===== config.mk =====
export PLATFORM = sky130hd
export DESIGN_NAME = dts_host
export DESIGN_NICKNAME = d
export VERILOG_FILES = /design/src/core/dts_neighbour.v /design/src/core/dts_host.v
export VERILOG_INCLUDE_DIRS = /design/src /design/src/common
export SDC_FILE = /design/constraint.sdc
export NUM_CORES = 1
export LEC_CHECK = 0
export ABC_AREA = 1
export BUFFER_PORTS_ARGS = -buffer_cell sky130_fd_sc_hd__clkbuf_2
export CAP_MARGIN = 15
export CORE_UTILIZATION = 32
export DETAILED_ROUTE_END_ITERATION = 8
export GPL_TIMING_DRIVEN = 0
export PLACE_DENSITY_LB_ADDON = 0.12
export SLEW_MARGIN = 20
export SYNTH_ARGS = -nofsm -noshare
export SYNTH_HDL_FRONTEND = slang
export SYNTH_SLANG_ARGS = --single-unit

===== constraint.sdc =====
create_clock -name clk_sys -period 3.55 [get_ports clk_sys]
set_input_delay 0.355 -clock clk_sys [delete_from_list [all_inputs] [get_ports clk_sys]]
set_output_delay 0.355 -clock clk_sys [all_outputs]
set_load 0.005 [all_outputs]

===== src/common/dts_consts.vh =====
// Purpose: constants for the DRAM topology host controller
// Assumes: 16K x 4 DRAM, 8 row bits and 6 column bits on 8 shared address pins
// Notes: included by core files only; definitions only
`ifndef DTS_CONSTS_VH
`define DTS_CONSTS_VH
`define DTS_ROW_W 8
`define DTS_COL_W 6
`define DTS_DQ_W 4
`define DTS_IDX_W 8
`define DTS_ROW_HALF_BIT 7
// Access timing in system clock cycles (25 ns each)
`define DTS_T_RAS_CYC 4'h2
`define DTS_T_CAS_CYC 4'h2
`define DTS_T_DATA_CYC 4'h3
`define DTS_T_PRE_CYC 4'h3
// Operation codes
`define DTS_OP_READ 2'h0
`define DTS_OP_WRITE 2'h1
`define DTS_OP_REFRESH 2'h2
`endif


===== src/core/dts_neighbour.v =====
// Purpose: neighbour cell finder for pattern-sensitivity tests
// Assumes: row and cell index as logical addresses, wrap-around at array edges
// Notes: purely combinational; outputs are registered by the caller
`timescale 1ns/1ps
`include "dts_consts.vh"
module dts_neighbour
(
   // Cell under test
   input wire [7:0] row,
   input wire [7:0] cellIndex,
   // Two nearest neighbours, then three near neighbours
   output reg [7:0] nstRow0,
   output reg [7:0] nstIdx0,
   output reg [7:0] nstRow1,
   output reg [7:0] nstIdx1,
   output reg [7:0] nrRow0,
   output reg [7:0] nrIdx0,
   output reg [7:0] nrRow1,
   output reg [7:0] nrIdx1,
   output reg [7:0] nrRow2,
   output reg [7:0] nrIdx2
);

   reg sameParity;
   reg upperHalf;
   reg [7:0] step1;
   reg [7:0] step2;

   // Cell offsets flip sign in the mirrored upper half; row offsets do not
   always @*
   begin
      sameParity = (row[0] == cellIndex[0]);
      upperHalf = row[`DTS_ROW_HALF_BIT];
      step1 = upperHalf ? 8'hff : 8'h01;
      step2 = upperHalf ? 8'hfe : 8'h02;
      nrRow0 = row - 8'h02;
      nrIdx0 = cellIndex;
      nrRow1 = row + 8'h02;
      nrIdx1 = cellIndex;
      if (sameParity)
      begin
         nstRow0 = row - 8'h02;
         nstIdx0 = cellIndex + step1;
         nstRow1 = row;
         nstIdx1 = cellIndex + step1;
         nrRow2 = row - 8'h01;
         nrIdx2 = cellIndex + step2;
      end
      else
      begin
         nstRow0 = row;
         nstIdx0 = cellIndex - step1;
         nstRow1 = row + 8'h02;
         nstIdx1 = cellIndex - step1;
         nrRow2 = row + 8'h01;
         nrIdx2 = cellIndex - step2;
      end
   end
endmodule


===== src/core/dts_host.v =====
// Purpose: host controller driving a 16K x 4 DRAM with topology scrambling
// Assumes: single 40 MHz clock, asynchronous active-high reset
// Notes: one access at a time; requests while busy are refused via reqReady
`timescale 1ns/1ps
`include "dts_consts.vh"
module dts_host
(
   // Clock and reset
   input wire clk_sys,
   input wire reset,
   // Request port
   input wire reqValid,
   output wire reqReady,
   input wire [1:0] reqOp,
   input wire [7:0] reqRow,
   input wire [5:0] reqCol,
   input wire [3:0] reqWrData,
   input wire mux7x7,
   // Answer port
   output reg rspValid_r,
   output reg [3:0] rspRdData_r,
   // Neighbour query, answered one cycle later
   input wire nbrValid,
   input wire [7:0] nbrRow,
   input wire [7:0] nbrCellIndex,
   output reg nbrDone_r,
   output reg [79:0] nbrCells_r,
   // Seven-bit refresh counter from a processor
   input wire [6:0] cpuRefresh,
   // DRAM pins
   output reg [7:0] addrPins_r,
   output reg rasN_r,
   output reg casN_r,
   output reg weN_r,
   output reg outEnN_r,
   input wire [3:0] dqIn,
   output reg [3:0] dqOut_r,
   output reg dqOeN_r
);

   // ********************************************************
   // States
   // ********************************************************
   localparam ST_IDLE = 3'h0;
   localparam ST_RAS = 3'h1;
   localparam ST_CAS = 3'h2;
   localparam ST_DATA = 3'h3;
   localparam ST_PRE = 3'h4;

   reg [2:0] state_r;
   reg [3:0] cnt_r;
   reg [1:0] op_r;
   reg [7:0] row_r;
   reg [5:0] col_r;
   reg [3:0] wrData_r;
   reg invert_r;
   reg [7:0] refRow_r;
   reg cpuRefMsb_r;
   reg [6:0] cpuRefLast_r;
   reg [3:0] dqMeta_r;
   reg [3:0] dqSync_r;
   wire [79:0] nbrCells;

   // Column onto pins 1..6; pins 0 and 7 carry no weight, or line seven in 7x7 mode
   function [7:0] colPins;
      input [5:0] col;
      input [7:0] row;
      input mode7;
      begin
         colPins = {1'b0, col, 1'b0};
         if (mode7)
            colPins[0] = row[`DTS_ROW_HALF_BIT];
      end
   endfunction

   // Four data bits flipped together for the inverted half
   function [3:0] fixData;
      input [3:0] d;
      input inv;
      begin
         fixData = inv ? ~d : d;
      end
   endfunction

   assign reqReady = (state_r == ST_IDLE);

   // ********************************************************
   // Neighbour finder
   // ********************************************************
   dts_neighbour uNbr
   (
      .row(nbrRow),
      .cellIndex(nbrCellIndex),
      .nstRow0(nbrCells[79:72]),
      .nstIdx0(nbrCells[71:64]),
      .nstRow1(nbrCells[63:56]),
      .nstIdx1(nbrCells[55:48]),
      .nrRow0(nbrCells[47:40]),
      .nrIdx0(nbrCells[39:32]),
      .nrRow1(nbrCells[31:24]),
      .nrIdx1(nbrCells[23:16]),
      .nrRow2(nbrCells[15:8]),
      .nrIdx2(nbrCells[7:0])
   );

   // Register neighbour answers so data outputs come from flip-flops
   always @(posedge clk_sys or posedge reset)
   begin
      if (reset)
      begin
         nbrDone_r <= 1'b0;
         nbrCells_r <= 80'h0;
      end
      else
      begin
         nbrDone_r <= nbrValid;
         if (nbrValid)
            nbrCells_r <= nbrCells;
      end
   end

   // Read data comes from the pins, so two flops before use
   always @(posedge clk_sys or posedge reset)
   begin
      if (reset)
      begin
         dqMeta_r <= 4'h0;
         dqSync_r <= 4'h0;
      end
      else
      begin
         dqMeta_r <= dqIn;
         dqSync_r <= dqMeta_r;
      end
   end

   // ********************************************************
   // Refresh row extension
   // ********************************************************
   // A 7-bit counter wraps every 128 rows; toggle the top bit on each wrap
   always @(posedge clk_sys or posedge reset)
   begin
      if (reset)
      begin
         cpuRefLast_r <= 7'h0;
         cpuRefMsb_r <= 1'b0;
      end
      else
      begin
         cpuRefLast_r <= cpuRefresh;
         if (cpuRefresh == 7'h00 && cpuRefLast_r == 7'h7f)
            cpuRefMsb_r <= ~cpuRefMsb_r;
      end
   end

   // ********************************************************
   // Access sequencer
   // ********************************************************
   // Output enable stays high until the data phase of a read, so the
   // memory never fights our write drivers on the shared lines
   always @(posedge clk_sys or posedge reset)
   begin
      if (reset)
      begin
         state_r <= ST_IDLE;
         cnt_r <= 4'h0;
         op_r <= 2'h0;
         row_r <= 8'h0;
         col_r <= 6'h0;
         wrData_r <= 4'h0;
         invert_r <= 1'b0;
         refRow_r <= 8'h0;
         addrPins_r <= 8'h0;
         rasN_r <= 1'b1;
         casN_r <= 1'b1;
         weN_r <= 1'b1;
         outEnN_r <= 1'b1;
         dqOut_r <= 4'h0;
         dqOeN_r <= 1'b1;
         rspValid_r <= 1'b0;
         rspRdData_r <= 4'h0;
      end
      else
      begin
         rspValid_r <= 1'b0;
         case (state_r)
            ST_IDLE:
            begin
               if (reqValid)
               begin
                  op_r <= reqOp;
                  col_r <= reqCol;
                  wrData_r <= reqWrData;
                  cnt_r <= `DTS_T_RAS_CYC;
                  state_r <= ST_RAS;
                  rasN_r <= 1'b0;
                  if (reqOp == `DTS_OP_REFRESH)
                  begin
                     // Own counter or extended processor count, full 8 bits
                     row_r <= mux7x7 ? {cpuRefMsb_r, cpuRefresh} : refRow_r;
                     addrPins_r <= mux7x7 ? {cpuRefMsb_r, cpuRefresh} : refRow_r;
                     refRow_r <= refRow_r + 8'h01;
                  end
                  else
                  begin
                     row_r <= reqRow;
                     addrPins_r <= reqRow;
                     invert_r <= ~reqRow[`DTS_ROW_HALF_BIT];
                  end
               end
            end
            ST_RAS:
            begin
               cnt_r <= cnt_r - 4'h1;
               if (cnt_r == 4'h1)
               begin
                  if (op_r == `DTS_OP_REFRESH)
                  begin
                     cnt_r <= `DTS_T_DATA_CYC; // RAS-only refresh
                     state_r <= ST_DATA;
                  end
                  else
                  begin
                     addrPins_r <= colPins(col_r, row_r, mux7x7);
                     cnt_r <= `DTS_T_CAS_CYC;
                     state_r <= ST_CAS;
                     if (op_r == `DTS_OP_WRITE)
                     begin
                        dqOut_r <= fixData(wrData_r, invert_r);
                        dqOeN_r <= 1'b0;
                     end
                  end
               end
            end
            ST_CAS:
            begin
               casN_r <= 1'b0;
               cnt_r <= cnt_r - 4'h1;
               if (cnt_r == 4'h1)
               begin
                  if (op_r == `DTS_OP_WRITE)
                     weN_r <= 1'b0;
                  else
                     outEnN_r <= 1'b0;
                  cnt_r <= `DTS_T_DATA_CYC;
                  state_r <= ST_DATA;
               end
            end
            ST_DATA:
            begin
               cnt_r <= cnt_r - 4'h1;
               if (cnt_r == 4'h1)
               begin
                  if (op_r == `DTS_OP_READ)
                     rspRdData_r <= fixData(dqSync_r, invert_r);
                  rspValid_r <= 1'b1;
                  rasN_r <= 1'b1;
                  casN_r <= 1'b1;
                  weN_r <= 1'b1;
                  outEnN_r <= 1'b1;
                  dqOeN_r <= 1'b1;
                  cnt_r <= `DTS_T_PRE_CYC;
                  state_r <= ST_PRE;
               end
            end
            ST_PRE:
            begin
               cnt_r <= cnt_r - 4'h1;
               if (cnt_r == 4'h1)
                  state_r <= ST_IDLE;
            end
            default:
               state_r <= ST_IDLE;
         endcase
      end
   end
endmodule


Word level (Yosys, flattened, before mapping) --
Index checks and enable logic that the tools add are counted.
Storage, ports and cells: flip-flop bits (word level) 155, input port bits 52, output and inout bits 104, logic and storage cells 124
Cells by class: add/sub/neg operators 10, equal/unequal tests 19, mux-type cells 43, bitwise gates (word level) 6, reduce and logical (&&, ||, !) cells 23
Operators by type and width (number):
- $mux W8 | 12
- $mux W4 | 5
- $ne A2 B2 Y1 const B | 9
- $add A8 B1 Y8 const B | 2
- $add A8 B8 Y8 | 2
- $pmux W4 S4 | 1
- $pmux W8 S2 | 1
- $reduce_and A4 Y1 | 4
- $sub A8 B8 Y8 | 2
- $mux W3 | 5
- $pmux W3 S5 | 1
- $mux W1 | 13
- $reduce_and A3 Y1 | 4
- $pmux W1 S2 | 5
- $reduce_and A5 Y1 | 2
- $add A8 B2 Y8 const B | 1
- $not A4 Y4 | 2
- $reduce_bool A2 Y1 | 4
- $sub A8 B1 Y8 const B | 1
- $sub A8 B2 Y8 const B | 1
- $eq A7 B7 Y1 const B | 1
- $logic_not A7 Y1 | 1
- $eq A3 B2 Y1 const B | 2
- $reduce_and A2 Y1 | 3
- 13 further kinds | 17

Longest topological paths before layout --
Gate-level depths: netlist (run 1).
depth after elaboration 5, gate-level depth with buffers 15, gate-level depth less buffers 14

Hierarchy --
Synthesis (run 1) repeated with hierarchy kept, for this count alone.
Second synthesis, totals: cells, all modules 769, area total of the unflattened synthesis 7437.1 um^2
By module, submodules not included:
- dts_host | instances 1, cells an instance 556, area an instance 6169.7 um^2, seq. area each 3709.8 um^2
- dts_neighbour | instances 1, cells an instance 213, area an instance 1267.5 um^2, seq. area each 0.0 um^2

Worst setup path after synthesis (run 1) --
Ideal clock, no wire load.
kind input to register, from in nbrRow[0], to reg nbrCells_r[6], setup time 82 ps, data arrival time 2034 ps, data required time 3468 ps, setup slack 1434 ps, stages on the path 13, buffers on the path 1, cells stage by stage inv_1 -> nand2_1 -> nand2_1 -> nand2_1 -> nand2_2 -> ha_1 -> clkbuf_1 -> inv_1 -> o21bai_1 -> nand3_1 -> nand3_1 -> nand2_1 -> a31oi_1
On the way: cells in the longest elaborated chain, start to end 2
RTL lines:
- from (decl) | line dts_host.v:24 | input wire [7:0] nbrRow,
- $eq A1 B1 Y1 | line dts_neighbour.v:32 | sameParity = (row[0] == cellIndex[0]);
- $mux W8 | line dts_neighbour.v:40 | if (sameParity)
- to (signal assigned) | line dts_host.v:118 | nbrCells_r <= nbrCells;
- to (decl) | line dts_host.v:27 | output reg [79:0] nbrCells_r,
Every way passes these cells. A chain may end at the register's enable or synchronous reset.

Worst setup path in the final report (run 1) --
from in nbrCellIndex[0], to reg nbrCells_r[6]
On the way: cells in the longest elaborated chain, start to end 2, elaborated cells between the ends (all ways) 4, classes of those cells add/sub: 2; eq/ne: 1; mux: 1
RTL lines:
- from (decl) | line dts_host.v:25 | input wire [7:0] nbrCellIndex,
- $sub A8 B8 Y8, or another cell as far along | line dts_neighbour.v:56 | nrIdx2 = cellIndex - step2;
- $mux W8 (*) | line dts_neighbour.v:40
Mark *: on every way between the ends. The rest lies on a longest branch, timed or not.

==> results.py, run 1 <==
metrics = {
    "outcome": {
        "status": "finished clean",
    },
    "clock_network": {
        "htree_levels": 4,
        "cts.sinks": 127,
        "cts-buffers-inserted": 17,
        "postCtsSetupBuffers": 0,
        "cts_hold_buf": 0,
        "clockBufferDepth": 2,
        "path_clk_slew_ns": 0.06,
        "root_buffer": "clkbuf_16",
        "clock_latency_ns": 0.41,
        "cts_resized": 0,
        "cts_tree": "done",
    },
    "logic_synthesis": {
        "synth.most_common_cell": "nand2_1",
        "synth-main-ff-cell": "dfrtp_1",
        "syn_inst": 731,
        "yosys.area.top_type": "dfrtp_1",
        "synthTopCellsByCount": "nand2_1 (223), dfrtp_1 (122), inv_1 (51), o21ai_0 (50), nor2_1 (46)",
        "yosysSeqAreaShare_pct": 50.91,
        "async_flop_share_pct": 100.0,
        "synth_nets": 797,
        "ys_ff_latch": 127,
        "yosysWarnings": 0,
        "avgSynthCellArea_sq_um": 8.556,
        "synth_area_leaders": "dfrtp_1 (49%), nand2_1 (13%), o21ai_0 (4.0%)",
        "synth_edf_count": 0,
        "synth_area_sq_mm": 0.006255,
        "synth_top_area_share_pct": 48.81,
        "ys_types": 43,
    },
    "sta": {
        "setup_violations": 0,
        "fin_crit_sh_pct": 70.43,
        "fin_ws_ns": 1.050,
        "fin_skew_ns": 0.003221,
        "fin_crit_ns": 2.500,
        "tightest_slew_ns": 0.6456,
        "hold_violations": 0,
        "slew_headroom_pct": 56.87,
        "max_clock_freq_mhz": 399.9,
        "slew_violations": 0,
        "rsz0062_at_grt": "no",
        "fin_setup_tns_ns": 0,
    },
    "die": {
        "die_x_um": 141.8,
        "die_h_um": 141.8,
        "start_util_pct": 33.00,
        "core_area_sq_mm": 0.01896,
        "die_area_sq_mm": 0.02011,
        "rows": 50,
        "ioPinCount": 156,
    },
    "finish": {
        "area_growth_pct": 28.45,
        "drive_gt1_share_pct": 27.07,
        "stdcell_count": 1180,
        "design_area_sq_mm": 0.008034,
        "num_antenna_cells": 0,
        "nFillCells": 1932,
        "nets": 973,
    },
    "place": {
        "gp_congestion": 0.8419,
        "post-place-ws_ns": 0.6485,
        "dp_hpwl_um": 12880,
        "dp_cells": 1148,
        "portBuffers": 153,
        "placed_area_sq_mm": 0.007437,
    },
    "worst_hold_path": {
        "min_path_type": "in2async",
    },
    "routing": {
        "vias": 5325,
        "drt_iter0_markers": 224,
        "drt_wl_total_um": 17000,
        "ant_nets": 0,
        "avgRoutedWirePerCell_um": 14.41,
        "vias_per_cell": 4.513,
        "drc": 0,
        "highest_layer": "met4",
        "dr_wl_met3_um": 892,
        "wl_met2_um": 8112,
        "wl_met1_um": 7778,
        "dr.pass1.iters": 4,
    },
    "power_and_ir_drop": {
        "power_density_mw_per_mm2": 679.3,
        "ir_worst_vdd_mv": 0.3286,
        "p_total_mw": 5.458,
        "p_leak_nw": 4.173,
    },
    "worst_setup_path": {
        "crit_arrival_ns": 2.83,
        "r2r_slack_ns": 1.83,
        "worstPathMaxFanout": 12,
        "cp-end-kind": "register",
        "cp-start-kind": "primary input",
        "critical_path_class": "in2reg",
        "r2r-end": "refRow_r[5]$_DFFE_PP0P_",
        "regToRegStartpoint": "state_r[1]$_DFFE_PP0P_",
        "worst_ep_required_time_ns": 3.88,
        "reg2reg_depth": 9,
    },
    "global_routing": {
        "track_usage_pct": 17.61,
        "first_global_vias": 5273,
        "grt_pass1_wl_um": 27240,
        "grt_max_degree": 33,
        "antenna_found_initial": 0,
        "grt.overflow.total": 0,
    },
    "job": {
        "drv_cap": 0,
    },
}
-- routing by layer --
layer	up-vias	global-route usage, %
li1	2724	-
met1	2451	22.06
met2	135	29.56
met3	15	5.029
met4	0	4.924
met5	-	0
-- power by group --
group          switching (mW)  internal (mW)
combinational           0.970          0.646
sequential              0.234           1.83
clock                   0.676           1.10
total                    1.88           3.58
-- worst max-delay path, stage by stage --
cell and delay (ns):
clkbuf_2 0.23, inv_2 0.09, nand2_1 0.14, nand2_1 0.14, nand2_1 0.12, nand2_2 0.24, ha_1 0.37, clkbuf_1 0.27
inv_1 0.11, o21bai_1 0.26, nand3_1 0.20, nand3_1 0.11, nand2_1 0.05, a31oi_1 0.13
-- metrics by stage --
| stage | utilization, % | hold WS [ns] |
|---|---|---|
| floorplan | - | 0.3312 |
| global placement | 38.77 | 0.3327 |
| detailed placement | 39.23 | 0.3395 |
| CTS | 42.38 | 0.01214 |
| global route | 42.38 | 0.02335 |
| finish | 42.38 | 0.01421 |
-- cell usage in the layout, fill, tap and decap left out, drive strengths merged, types with 4 or more instances in the layout --
master    instances
ha               12
xnor2             7
o221ai            7
nand2           232
o21a              4
nand3            40
a31oi            10
dfrtp           122
a21oi            28
clkinvlp          4
o211ai            5
dfstp             5
nand4             5
nor3              9
nor2             50
xor2             24
clkbuf          187
buf              32
inv              58
clkinv            7
o21ai            54
-- layout make-up --
type                       count  area, sq um  area share, %
sequential                   127         3184          39.64
multi-input combinational    502         2604          32.41
timing repair buffer         157        853.3          10.62
clock buffer                  18        429.2          5.342
tap                          260        325.3          4.049
buffer                        44        249.0          3.099
inverter                      58        221.5          2.757
clock inverter                14        167.7          2.087
-- registers in the layout (all words and copies together), names as in the netlist, 2 cells and up --
| register | cells |
|---|---|
| addrPins_r | 8 |
| cnt_r | 4 |
| col_r | 6 |
| cpuRefLast_r | 7 |
| dqMeta_r | 4 |
| dqOut_r | 4 |
| dqSync_r | 4 |
| nbrCells_r | 59 |
| op_r | 2 |
| refRow_r | 8 |
| rspRdData_r | 4 |
| state_r | 3 |
| wrData_r | 4 |
-- kinds of logic after synthesis --
logic type	count (synthesis)	share of synthesized area, %
xor gates and xnor gates	31	4.461
AOI/OAI and AO/OA	119	11.10
and+or+nand+nor	338	23.02
DFF	127	50.91
buffers and inverters	102	7.461
adders and majority gates	14	3.041
-- worst max path at each step --
| stage | depth (start not counted) | slack (ns) | startpoint | endpoint |
|---|---|---|---|---|
| CTS | 14 | 1.08 | nbrCellIndex[0] | nbrCells_r[6]$_DFFE_PP0P_ |
| detailed placement | 14 | 0.65 | nbrCellIndex[0] | nbrCells_r[6]$_DFFE_PP0P_ |
| finish | 14 | 1.05 | nbrCellIndex[0] | nbrCells_r[6]$_DFFE_PP0P_ |
| global route | 14 | 0.80 | nbrCellIndex[0] | nbrCells_r[6]$_DFFE_PP0P_ |
| global placement | 2 | 0.68 | reset | nbrCells_r[37]$_DFFE_PP0P_ |
| floorplan | 13 | 1.43 | nbrRow[0] | nbrCells_r[6]$_DFFE_PP0P_ |
No activity file was read; power rests on OpenSTA's default activity.
==> inputs of run 2 (changes only) <==
- ABC_AREA: 1 -> 0
- clock period: 3.55 -> 2.5 ns (I/O delays scaled with it)
==> results.py, run 2 <==
metrics = {
    "power_and_ir_drop": {
        "p_leak_nw": 3.787,
        "p_total_mw": 7.698,
        "power.internal_mw": 5.264,
        "power_density_mw_per_mm2": 945.8,
        "power_switching_mw": 2.434,
        "pwr-share-clk_pct": 32.2,
        "p_seq_share_pct": 38.0,
        "sw_frac_of_total_pct": 31.62,
        "ir_worst_vdd_mv": 0.4031,
        "comb_power_share_pct": 29.7,
    },
    "place": {
        "dp_hpwl_um": 12430,
        "portBuffers": 151,
        "dp_cells": 1027,
        "post-place-ws_ns": -0.3547,
        "gp_congestion": 0.9126,
        "placed_area_sq_mm": 0.007401,
    },
    "logic_synthesis": {
        "avgSynthCellArea_sq_um": 10.16,
        "synth_area_sq_mm": 0.006217,
        "synth_area_leaders": "dfrtp_1 (49%), xnor2_1 (6.2%), nor2_1 (4.5%)",
        "syn_inst": 612,
        "synth.most_common_cell": "dfrtp_1",
        "async_flop_share_pct": 100.0,
        "synth_nets": 678,
        "synth_top_area_share_pct": 49.10,
        "yosysWarnings": 0,
        "yosys.area.top_type": "dfrtp_1",
        "synthTopCellsByCount": "dfrtp_1 (122), nor2_1 (75), nand2_1 (66), a21oi_1 (55), xnor2_1 (44)",
        "ys_ff_latch": 127,
        "synth-main-ff-cell": "dfrtp_1",
        "synth_edf_count": 0,
        "yosysSeqAreaShare_pct": 51.22,
        "ys_types": 53,
    },
    "outcome": {
        "status": "finished clean",
    },
    "sta": {
        "fin_setup_tns_ns": 0,
        "max_clock_freq_mhz": 418.1,
        "fin_ws_ns": 0.1083,
        "fin_skew_ns": 0.008451,
        "fin_crit_ns": 2.392,
        "fin_crit_sh_pct": 95.67,
        "setup_violations": 0,
        "whs_ns": 0.02985,
        "slew_headroom_pct": 41.70,
        "hold_violations": 0,
        "slew_violations": 0,
        "tightest_slew_ns": 0.8716,
    },
    "global_routing": {
        "grt.overflow.total": 0,
        "antenna_found_initial": 1,
        "grt_pass1_wl_um": 27050,
        "track_usage_pct": 17.62,
        "first_global_vias": 5094,
        "grt_max_degree": 35,
    },
    "finish": {
        "utilization_pct": 43.08,
        "nets": 865,
        "final_cell_mix": "clkbuf_2 (151), dfrtp_1 (122), nor2_1 (75)",
        "largest_register": "nbrCells_r",
        "design_area_sq_mm": 0.008139,
        "stdcell_count": 1072,
        "num_antenna_cells": 0,
        "drive_gt1_share_pct": 31.77,
        "largest_reg_flops": 59,
        "final_common_cell": "clkbuf_2",
        "area_growth_pct": 30.91,
        "reg.largest.list": "nbrCells_r x59, addrPins_r x8, refRow_r x8",
    },
    "routing": {
        "dr.pass1.iters": 5,
        "drt_iter0_markers": 308,
        "vias_per_cell": 4.753,
        "ant_nets": 0,
        "avgRoutedWirePerCell_um": 15.73,
        "vias": 5095,
        "drt_wl_total_um": 16860,
        "drc": 0,
    },
    "clock_network": {
        "cts_tree": "done",
        "clockBufferDepth": 2,
        "path_clk_slew_ns": 0.06,
        "cts-buffers-inserted": 17,
        "clock_latency_ns": 0.41,
        "root_buffer": "clkbuf_16",
        "htree_levels": 4,
        "cts.sinks": 127,
    },
    "worst_setup_path": {
        "worst_ep_required_time_ns": 2.79,
        "cp-start-kind": "primary input",
        "r2r_slack_ns": 0.30,
        "r2r-end": "rspRdData_r[1]$_DFFE_PP0P_",
        "reg2reg_depth": 7,
        "crit_arrival_ns": 2.68,
        "worstPathMaxFanout": 10,
        "cp-end-kind": "register",
        "critical_path_class": "in2reg",
        "regToRegStartpoint": "cnt_r[1]$_DFFE_PP0P_",
    },
    "worst_hold_path": {
        "hold_start": "reqCol[4]",
        "hold_end": "col_r[4]$_DFFE_PP0P_",
        "hold-path-cell-count": 3,
        "min_path_type": "in2reg",
    },
    "die": {
        "die_h_um": 141.4,
        "start_util_pct": 32.91,
        "die_x_um": 141.4,
        "rows": 50,
        "ioPinCount": 156,
        "core_area_sq_mm": 0.01889,
        "die_area_sq_mm": 0.01999,
    },
    "job": {
        "drv_cap": 0,
    },
}
-- run 2: worst max path at each step --
stage,start,to,slack (ns),cells after the start
6_report,nbrRow[7],nbrCells_r[70]$_DFFE_PP0P_,0.11,9
5_1_grt,nbrRow[0],nbrCells_r[70]$_DFFE_PP0P_,-0.005,10
4_1_cts,nbrRow[0],nbrCells_r[70]$_DFFE_PP0P_,0.08,10
3_5_place_dp,nbrRow[0],nbrCells_r[70]$_DFFE_PP0P_,-0.35,10
3_3_place_gp,nbrCellIndex[0],nbrCells_r[70]$_DFFE_PP0P_,-0.37,10
2_1_floorplan,nbrRow[0],nbrCells_r[6]$_DFFE_PP0P_,0.01,10
-- run 2: routing by layer --
| metal | vias up | part of all wire, % | track usage, % |
|---|---|---|---|
| met5 | - | 0.077 | 0 |
| met4 | 2 | 1.2 | 4.924 |
| met3 | 12 | 5.4 | 5.231 |
| met2 | 153 | 46 | 26.45 |
| met1 | 2503 | 48 | 24.57 |
| li1 | 2425 | - | - |
-- run 2: power by group through the flow --
stage,Sequential [mW],Clock [mW],Combinational (mW)
floorplan,2.91,0,1.46
global placement,2.94,0,2.24
detailed placement,2.96,0,2.28
CTS,2.93,2.55,2.31
global route,3.00,2.63,2.56
finish,2.93,2.48,2.29
-- run 2: layout make-up --
type                       count  area [sq um]
fill                        1893         10750
tap                          260         325.3
inverter                      16         63.81
timing repair buffer         168         965.9
multi-input combinational    412          2703
buffer                        57         305.3
clock inverter                 6         82.58
clock buffer                  26         509.2
sequential                   127          3184
-- run 2: critical path, cell delays in order --
cell      delay [ns]
clkbuf_1        0.55
xnor2_4         0.27
ha_1            0.33
clkbuf_1        0.21
a21oi_1         0.28
o21bai_1        0.13
a211oi_1        0.30
xnor2_1         0.10
mux2_2          0.26
-- run 2: logic make-up after synthesis --
family	after synthesis	synth area share, %
DFF	127	51.22
buffers and inverters	73	5.877
adders and majority gates	14	3.059
xor gates and xnor gates	61	8.714
muxes	39	7.084
and+or+nand+nor	192	14.03
AOI/OAI and AO/OA	106	10.02
-- run 2: what timing repair did --
item | CTS | global route
setup buffers | 0 | 0
hold endpoints to repair | 16 | 0
setup endpoints to repair | 0 | 10
hold buffers | 13 | 0
gates resized for setup | 0 | 2
